[src/logic/aoc_pkg.sv]
// constants shared by the converter output model and its sample store
// assumes one 200 MHz system clock; the sample clock arrives as a plain input
package aoc_pkg;
  localparam int CHANNELS = 8;
  localparam int CODE_W = 10;
  localparam int WORD_W = CHANNELS * CODE_W;
  // latency in sample clock cycles, two pipeline steps per cycle
  localparam int LATENCY_CYCLES = 7;
  localparam int HALF_STEPS = 2 * LATENCY_CYCLES;
  localparam int ADDR_W = 4;
  localparam int DEPTH = 16;
  localparam logic [ADDR_W-1:0] PTR_ONE = 4'h1;
  // read slot lies HALF_STEPS behind the write slot, modulo DEPTH
  localparam logic [ADDR_W-1:0] RD_OFFSET = 4'(DEPTH - HALF_STEPS);
  localparam logic [ADDR_W-1:0] FILL_FULL = 4'(HALF_STEPS);
  localparam logic [ADDR_W-1:0] PTR_RESET = 4'h0;
  localparam logic [CODE_W-1:0] CODE_RESET = 10'h000;
  localparam logic [CODE_W-1:0] SOB_MSB = 10'h200;
  // clock rate and lowest sample rate
  localparam longint CLK_HZ = 200000000;
  localparam longint MIN_RATE_HZ = 1000000;
  localparam int MAX_PERIOD_CYCLES = int'(CLK_HZ / MIN_RATE_HZ);
  localparam int CNT_W = 16;
  localparam logic [CNT_W-1:0] CNT_MAX = 16'hffff;
  // duty cycle windows in percent
  localparam int DUTY_TIGHT_MIN = 48;
  localparam int DUTY_TIGHT_MAX = 52;
  localparam int DUTY_WIDE_MIN = 30;
  localparam int DUTY_WIDE_MAX = 70;
  localparam int PERCENT = 100;
  typedef logic [CHANNELS-1:0][CODE_W-1:0] aoc_bus_type;
endpackage

[src/logic/aoc_mem_if.sv]
// carrier between the converter control and its sample store
// assumes both ends share one clock
`timescale 1ns/100ps
interface aoc_mem_if;
  import aoc_pkg::*;
  logic wr_en;
  logic [ADDR_W-1:0] wr_addr;
  logic [WORD_W-1:0] wr_data;
  logic [ADDR_W-1:0] rd_addr;
  logic [WORD_W-1:0] rd_data;
  modport ctrl (output wr_en, output wr_addr, output wr_data, output rd_addr, input rd_data);
  modport store (input wr_en, input wr_addr, input wr_data, input rd_addr, output rd_data);
endinterface

[src/logic/aoc_sample_mem.sv]
// small store holding one word of all channels per pipeline step
// assumes read and write never hit the same slot in one cycle
`timescale 1ns/100ps
module aoc_sample_mem (
  // clock
  input wire logic clk,
  // port
  aoc_mem_if.store mp
);
  import aoc_pkg::*;
  logic [WORD_W-1:0] arr [DEPTH];
  logic [WORD_W-1:0] rd_data_r;
  logic [WORD_W-1:0] rd_data_nxt;

  always_comb begin
    rd_data_nxt = arr[mp.rd_addr];
  end

  // no reset on the array: contents are gated by the fill count upstream
  always_ff @(posedge clk) begin
    if (mp.wr_en) begin
      arr[mp.wr_addr] <= mp.wr_data;
    end
    rd_data_r <= rd_data_nxt;
  end

  assign mp.rd_data = rd_data_r;
endmodule

[src/logic/aoc_ctrl.sv]
// digital control and output side of an eight channel sampling converter
// assumes sample_clk and all pins are synchronous to clk and far slower than it
`timescale 1ns/100ps
// What this block does
// RQ1: reference disable low enables internal reference
// RQ2: disable high: external mode, buffers off
// RQ3: select low bypasses conditioning, 48-52% clock
// RQ4: select high enables conditioning, 30-70% clock
// RQ5: pipeline steps on both sample clock edges
// RQ6: source keeps sample rate at least 1MSPS
// RQ7: straight offset binary, msb on line nine
// RQ8: zero maps to 10 0000 0000
// RQ9: enable low drives all eight buses
// RQ10: enable high releases all eight buses
// RQ11: controller always drives the enable pin
// RQ12: seven cycle latency, channels updated together
// RQ13: enable changes never disturb pipeline timing
module aoc_ctrl (
  // clock and reset
  input wire logic clk,
  input wire logic rst_n,
  // mode pins
  input wire logic internal_reference_disable,
  input wire logic duty_cycle_adjust_select,
  // sample clock and converted inputs, two's complement per channel
  input wire logic sample_clk,
  input wire aoc_pkg::aoc_bus_type analog_code,
  // output enable, active low
  input wire logic output_enable_n,
  // analog control
  output logic reference_enable,
  output logic ref_buffer_enable,
  output logic clock_conditioning_enable,
  // output buses
  output aoc_pkg::aoc_bus_type data_out,
  output logic data_oe,
  // clock health
  output logic duty_fault,
  output logic rate_fault
);
  import aoc_pkg::*;

  function automatic logic [CODE_W-1:0] to_sob(input logic [CODE_W-1:0] code);
    to_sob = code ^ SOB_MSB;
  endfunction

  function automatic logic duty_ok(input logic [CNT_W-1:0] hi, input logic [CNT_W-1:0] lo,
                                   input int min_pct, input int max_pct);
    logic [31:0] per;
    logic [31:0] hi100;
    per = 32'(hi) + 32'(lo);
    hi100 = 32'(hi) * 32'(PERCENT);
    duty_ok = (hi100 >= 32'(min_pct) * per) && (hi100 <= 32'(max_pct) * per);
  endfunction

  aoc_mem_if mif ();
  aoc_sample_mem u_mem (
    .clk (clk),
    .mp (mif.store)
  );

  logic smp_r;
  logic rise;
  logic fall;
  logic step;
  logic [ADDR_W-1:0] wptr_r;
  logic [ADDR_W-1:0] wptr_nxt;
  logic [ADDR_W-1:0] fill_r;
  logic [ADDR_W-1:0] fill_nxt;
  logic upd_r;
  logic upd_nxt;
  aoc_bus_type data_r;
  aoc_bus_type data_nxt;
  aoc_bus_type sob_word;
  logic oe_r;
  logic ref_en_r;
  logic cond_en_r;
  logic [CNT_W-1:0] hi_cnt_r;
  logic [CNT_W-1:0] hi_cnt_nxt;
  logic [CNT_W-1:0] lo_cnt_r;
  logic [CNT_W-1:0] lo_cnt_nxt;
  logic duty_fault_r;
  logic duty_fault_nxt;
  logic rate_fault_r;
  logic rate_fault_nxt;
  logic slow;
  logic live_r;

  assign rise = sample_clk && !smp_r;
  assign fall = !sample_clk && smp_r;
  assign step = rise || fall;

  // pipeline: one slot per clock edge, samples enter on both edges, only rising-edge slots reach the outputs
  always_comb begin
    for (int c = 0; c < CHANNELS; c++) begin
      sob_word[c] = to_sob(analog_code[c]); // RQ7 RQ8
    end
    mif.wr_en = step; // RQ5
    mif.wr_addr = wptr_r;
    mif.wr_data = sob_word;
    mif.rd_addr = 4'(wptr_r + RD_OFFSET); // RQ12
    wptr_nxt = step ? 4'(wptr_r + PTR_ONE) : wptr_r; // RQ5
    fill_nxt = (step && fill_r != FILL_FULL) ? 4'(fill_r + PTR_ONE) : fill_r;
    // slot fourteen edges back has the same parity, so it is a rising-edge sample
    upd_nxt = rise && fill_r == FILL_FULL; // RQ12
    // all channels move as one word
    data_nxt = upd_r ? aoc_bus_type'(mif.rd_data) : data_r; // RQ12
  end

  always_ff @(posedge clk) begin
    if (!rst_n) begin
      smp_r <= 1'b0;
      wptr_r <= PTR_RESET;
      fill_r <= PTR_RESET;
      upd_r <= 1'b0;
      data_r <= '0;
      live_r <= 1'b0;
    end else begin
      smp_r <= sample_clk;
      wptr_r <= wptr_nxt;
      fill_r <= fill_nxt;
      upd_r <= upd_nxt;
      data_r <= data_nxt;
      live_r <= 1'b1;
    end
  end

  // clock health: high and low times measured in system clocks
  always_comb begin
    hi_cnt_nxt = hi_cnt_r;
    lo_cnt_nxt = lo_cnt_r;
    if (rise) begin
      hi_cnt_nxt = 16'h0001;
      lo_cnt_nxt = 16'h0000;
    end else if (sample_clk && hi_cnt_r != CNT_MAX) begin
      hi_cnt_nxt = 16'(hi_cnt_r + 16'h0001);
    end else if (!sample_clk && lo_cnt_r != CNT_MAX) begin
      lo_cnt_nxt = 16'(lo_cnt_r + 16'h0001);
    end
    slow = (32'(hi_cnt_r) + 32'(lo_cnt_r)) > 32'(MAX_PERIOD_CYCLES);
    rate_fault_nxt = rise ? slow : (rate_fault_r || slow); // RQ6
    duty_fault_nxt = duty_fault_r;
    if (rise) begin
      if (cond_en_r) begin
        duty_fault_nxt = !duty_ok(hi_cnt_r, lo_cnt_r, DUTY_WIDE_MIN, DUTY_WIDE_MAX); // RQ4
      end else begin
        duty_fault_nxt = !duty_ok(hi_cnt_r, lo_cnt_r, DUTY_TIGHT_MIN, DUTY_TIGHT_MAX); // RQ3
      end
    end
  end

  always_ff @(posedge clk) begin
    if (!rst_n) begin
      hi_cnt_r <= 16'h0000;
      lo_cnt_r <= 16'h0000;
      duty_fault_r <= 1'b0;
      rate_fault_r <= 1'b0;
      oe_r <= 1'b0;
      ref_en_r <= 1'b0;
      cond_en_r <= 1'b0;
    end else begin
      hi_cnt_r <= hi_cnt_nxt;
      lo_cnt_r <= lo_cnt_nxt;
      duty_fault_r <= duty_fault_nxt;
      rate_fault_r <= rate_fault_nxt;
      // enable only gates the drivers, the pipeline never sees it
      oe_r <= !output_enable_n; // RQ9 RQ10 RQ13
      ref_en_r <= !internal_reference_disable; // RQ1 RQ2
      cond_en_r <= duty_cycle_adjust_select; // RQ3 RQ4
    end
  end

  assign reference_enable = ref_en_r;
  assign ref_buffer_enable = ref_en_r;
  assign clock_conditioning_enable = cond_en_r;
  assign data_out = data_r;
  assign data_oe = oe_r;
  assign duty_fault = duty_fault_r;
  assign rate_fault = rate_fault_r;
endmodule

[config.mk]
export PLATFORM = sky130hd
export DESIGN_NAME = aoc_ctrl
export DESIGN_NICKNAME = d
export VERILOG_FILES = /design/src/logic/aoc_pkg.sv /design/src/logic/aoc_mem_if.sv /design/src/logic/aoc_sample_mem.sv /design/src/logic/aoc_ctrl.sv
export SDC_FILE = /design/constraint.sdc
export NUM_CORES = 2
export LEC_CHECK = 0
export BUFFER_PORTS_ARGS = -buffer_cell sky130_fd_sc_hd__clkbuf_2
export CORE_MARGIN = 3
export CORE_UTILIZATION = 55
export CTS_CLUSTER_SIZE = 24
export DETAILED_ROUTE_END_ITERATION = 10
export PLACE_DENSITY = 0.72
export SLEW_MARGIN = 20
export SYNTH_ARGS = -nofsm -noshare
export SYNTH_HDL_FRONTEND = slang
export SYNTH_SLANG_ARGS = --single-unit
[constraint.sdc]
create_clock -name clk -period 10.7 [get_ports clk]
set_clock_uncertainty 0.05 [all_clocks]
set_input_delay 1.07 -clock clk [delete_from_list [all_inputs] [get_ports clk]]
set_output_delay 1.07 -clock clk [all_outputs]
set_load 0.005 [all_outputs]
==> impl_metrics.ini <==
[outcome]
status = completed

[route]
vias = 32450
dr.first_iter.drc_count = 3173
totalWireLength_um = 141000
wire_per_inst_um = 26.2
drc = 0
dr.pass1.iters = 5
via_per_inst = 6.05
ant_nets = 0

[critical_path]
cp_top_family = compound AO/OA/AOI/OAI gates
criticalPathCategory = reg -> reg
cpPeakStageDelay_ps = 840
worst_setup_path_start_kind = register
path_buf_inv = 2
arrival_ps = 7930
crit_path_max_fanout = 9
cp-end-kind = register
r2r-start = hi_cnt_r[0]$_SDFFE_PN0P_
crit_required_ps = 11240
slowest_stage = a2111oi_0
crit_path_start = hi_cnt_r[0]$_SDFFE_PN0P_

[die]
core_region_area_mm2 = 0.115
fp.dieW_um = 346
die_area_mm2 = 0.120
start_util = 0.555
die_y_um = 346
num_io_pins = 172
rows = 124

[cts]
root_buffer = clkbuf_16
clk_path_buf_depth = 3
cts_buffers = 146
clk_latency_ps = 750
cts-resized-gates = 0
htreeDepth = 4
cts.sinks = 1487
cts_tree = built
post_cts_buffers = 0
path_clk_slew_ps = 80
ctsHoldBuffers = 0

[synthesis]
ys_ff_latch = 1487
syn_area_mm2 = 0.0637
avgSynthCellArea_um2 = 18.2
synthMuxAreaShare = 0.154
synthCells = 3488
synth_fa_ha_area_frac = 0.0751
synth-async-reset-ratio = 0
synth-xor-area-share = 0.0188
synth_area_leaders = edfxtp_1 60%, mux4_2 14%, dfxtp_1 6.5%
ys_seq_area_frac = 0.669
synthesis.nets = 3913
synth_edf_count = 1280
yosysTopAreaCellShare = 0.604
synth_cell_types = 72
synth_top_cell_by_area = edfxtp_1
synth_top_family_by_area = multiplexers
yosysWarnings = 0
synth-compound-area-share = 0.0312
synthFlopType = edfxtp_1
synthSimpleGateAreaFrac = 0.0314

[worst_hold_path]
hold_class = reg -> reg
hp-start = u_mem.mp.rd_data[13]$_DFF_P_

[power_and_ir_drop]
p_int_mw = 9.96
switching_share = 0.216
power_frac_seq = 0.516
p_per_area_mw_per_mm2 = 178
p_leak_nw = 24.9
clkPwrFrac = 0.404
pwr-share-comb = 0.080
p_switching_mw = 2.74
irDropWorstVdd_v = 0.000160

[global_routing]
grt_pass1_wl_um = 214000
grt-ovfl-total = 0
antenna_found_initial = 9
grt_use_total = 0.240
grt_max_degree = 142
grt_pass1_vias = 33519

[finish]
stdcell_area_mm2 = 0.0712
post-route-util = 0.621
syn_to_final_growth_pct = 11.9
multi_input_area_mm2 = 0.0199
nNetsFinal = 4149
drive_above_1_share = 0.224
nFillCells = 7931
seqCellArea_mm2 = 0.0426

[place]
place_area_mm2 = 0.0664
gp_congestion = 0.873
pre_cts_slack_ps = 3390
portBuffers = 171
place_hpwl_um = 77100

[flow_run]
cap_violations = 0

[timing]
worst_pin_slew_ps = 1150
fin_setup_tns_ps = 0
slew_headroom = 0.233
hold_violations = 0
slew_viol_final = 0
fmax_mhz = 135
fin_crit_sh = 0.691
setup_viol_count_final = 0
grt_setup_unrepaired = no
finalCriticalPeriod_ps = 7400
setup_ws_ps = 3300
==> routing by layer <==
metal	share of wire	wire, µm	global-route usage	up-vias
li1	-	-	-	14221
met1	0.42	58800	0.340	16833
met2	0.49	68500	0.386	1187
met3	0.073	10200	0.0458	201
met4	0.023	3170	0.0659	8
met5	0.00039	55	0	-
==> Yosys cell counts (all sizes together), types with 61 or more instances <==
library cell	n
mux2i	82
dfxtp	207
xnor2	77
clkbuf	66
edfxtp	1280
inv	213
ha	267
nand2	61
nor2	182
mux4	400
fa	72
a21oi	78
==> layout make-up <==
class | instances | area share
clock buffers | 200 | 0.0566
well taps | 1512 | 0.0266
clock inverters | 73 | 0.0113
inverters | 214 | 0.0113
multi-input cells | 1667 | 0.279
diodes | 5 | 0.000176
repair buffers | 208 | 0.0168
flip-flops and latches | 1487 | 0.598
==> kinds of logic after synthesis <==
group | after synthesis
compound gates | 293
xor+xnor | 133
fa+ha+maj | 339
buf+inv | 334
flops | 1487
mux | 482
simple gates | 420
==> final timing paths <==
kind / cells past startpoint / slack, ps / end
hold / removal: 2 / 410 / data_out[13]$_SDFFE_PN0P_
setup reg to reg: 27 / 3300 / duty_fault$_SDFFE_PN0P_
setup / recovery: 27 / 3300 / duty_fault$_SDFFE_PN0P_
hold reg to reg: 2 / 410 / data_out[13]$_SDFFE_PN0P_
==> power by group through the flow <==
stage	combinational (mW)	clock (mW)	sequential, mW
detailed placement	1.02	0	6.68
global route	1.09	5.45	6.57
CTS	1.02	5.22	6.56
finish	1.01	5.13	6.56
global placement	1.01	0	6.68
floorplan	0.734	0	6.63
==> state kept, by name (all words and copies together) (netlist names), 4 cells and up <==
name              flops
data_out             80
fill_r                4
hi_cnt_r             16
lo_cnt_r             16
mif.wr_addr           4
u_mem.arr          1280
u_mem.mp.rd_data     80
==> layout by cell type (no fill, tap or decap), types with 12 or more instances in the layout <==
cell type     n
a211oi_1     12
a21o_1       50
a21oi_1      76
a31oi_1      19
and2_4       12
and3_1       13
buf_4        31
bufinv_16    14
clkbuf_1     41
clkbuf_16   150
clkbuf_2    171
clkinv_1     21
clkinv_2     21
dfxtp_1     204
edfxtp_1   1280
fa_1         72
ha_1        266
inv_1       210
mux2i_1      82
mux4_2      400
nand2_1      60
nand2b_1     14
nand3_1      33
nand4_1      21
nor2_1      182
nor2b_1      14
nor3_1       25
o211ai_1     17
o21a_1       14
o21ai_0      29
o21ai_1      16
xnor2_1      73
xor2_1       54
==> per-stage QoR <==
step,hold slack (ps),power [mW],std cells
detailed placement,404,7.70,5088
floorplan,391,7.36,3488
finish,406,12.7,5366
global placement,395,7.68,5088
CTS,359,12.8,5361
global route,388,13.1,5365
==> worst register-to-register path, cell delays in order (launching register included) <==
cell and delay [ps]:
dfxtp_1 500, ha_1 270, inv_1 70, fa_1 400
nand2b_1 190, a21oi_2 280, nor2_1 90, xnor2_1 140
buf_4 240, ha_1 270, fa_1 470, xor2_1 180
ha_1 400, a2111o_1 440, a21oi_1 280, o2111ai_1 300
a21oi_1 400, o21ai_1 140, xnor2_1 150, ha_1 290
a21o_1 160, a21o_1 160, a21oi_1 130, o21ai_0 110
a21oi_1 150, a41oi_1 70, a2111oi_0 840, a211oi_1 90
(Power assumes the default switching activity.)
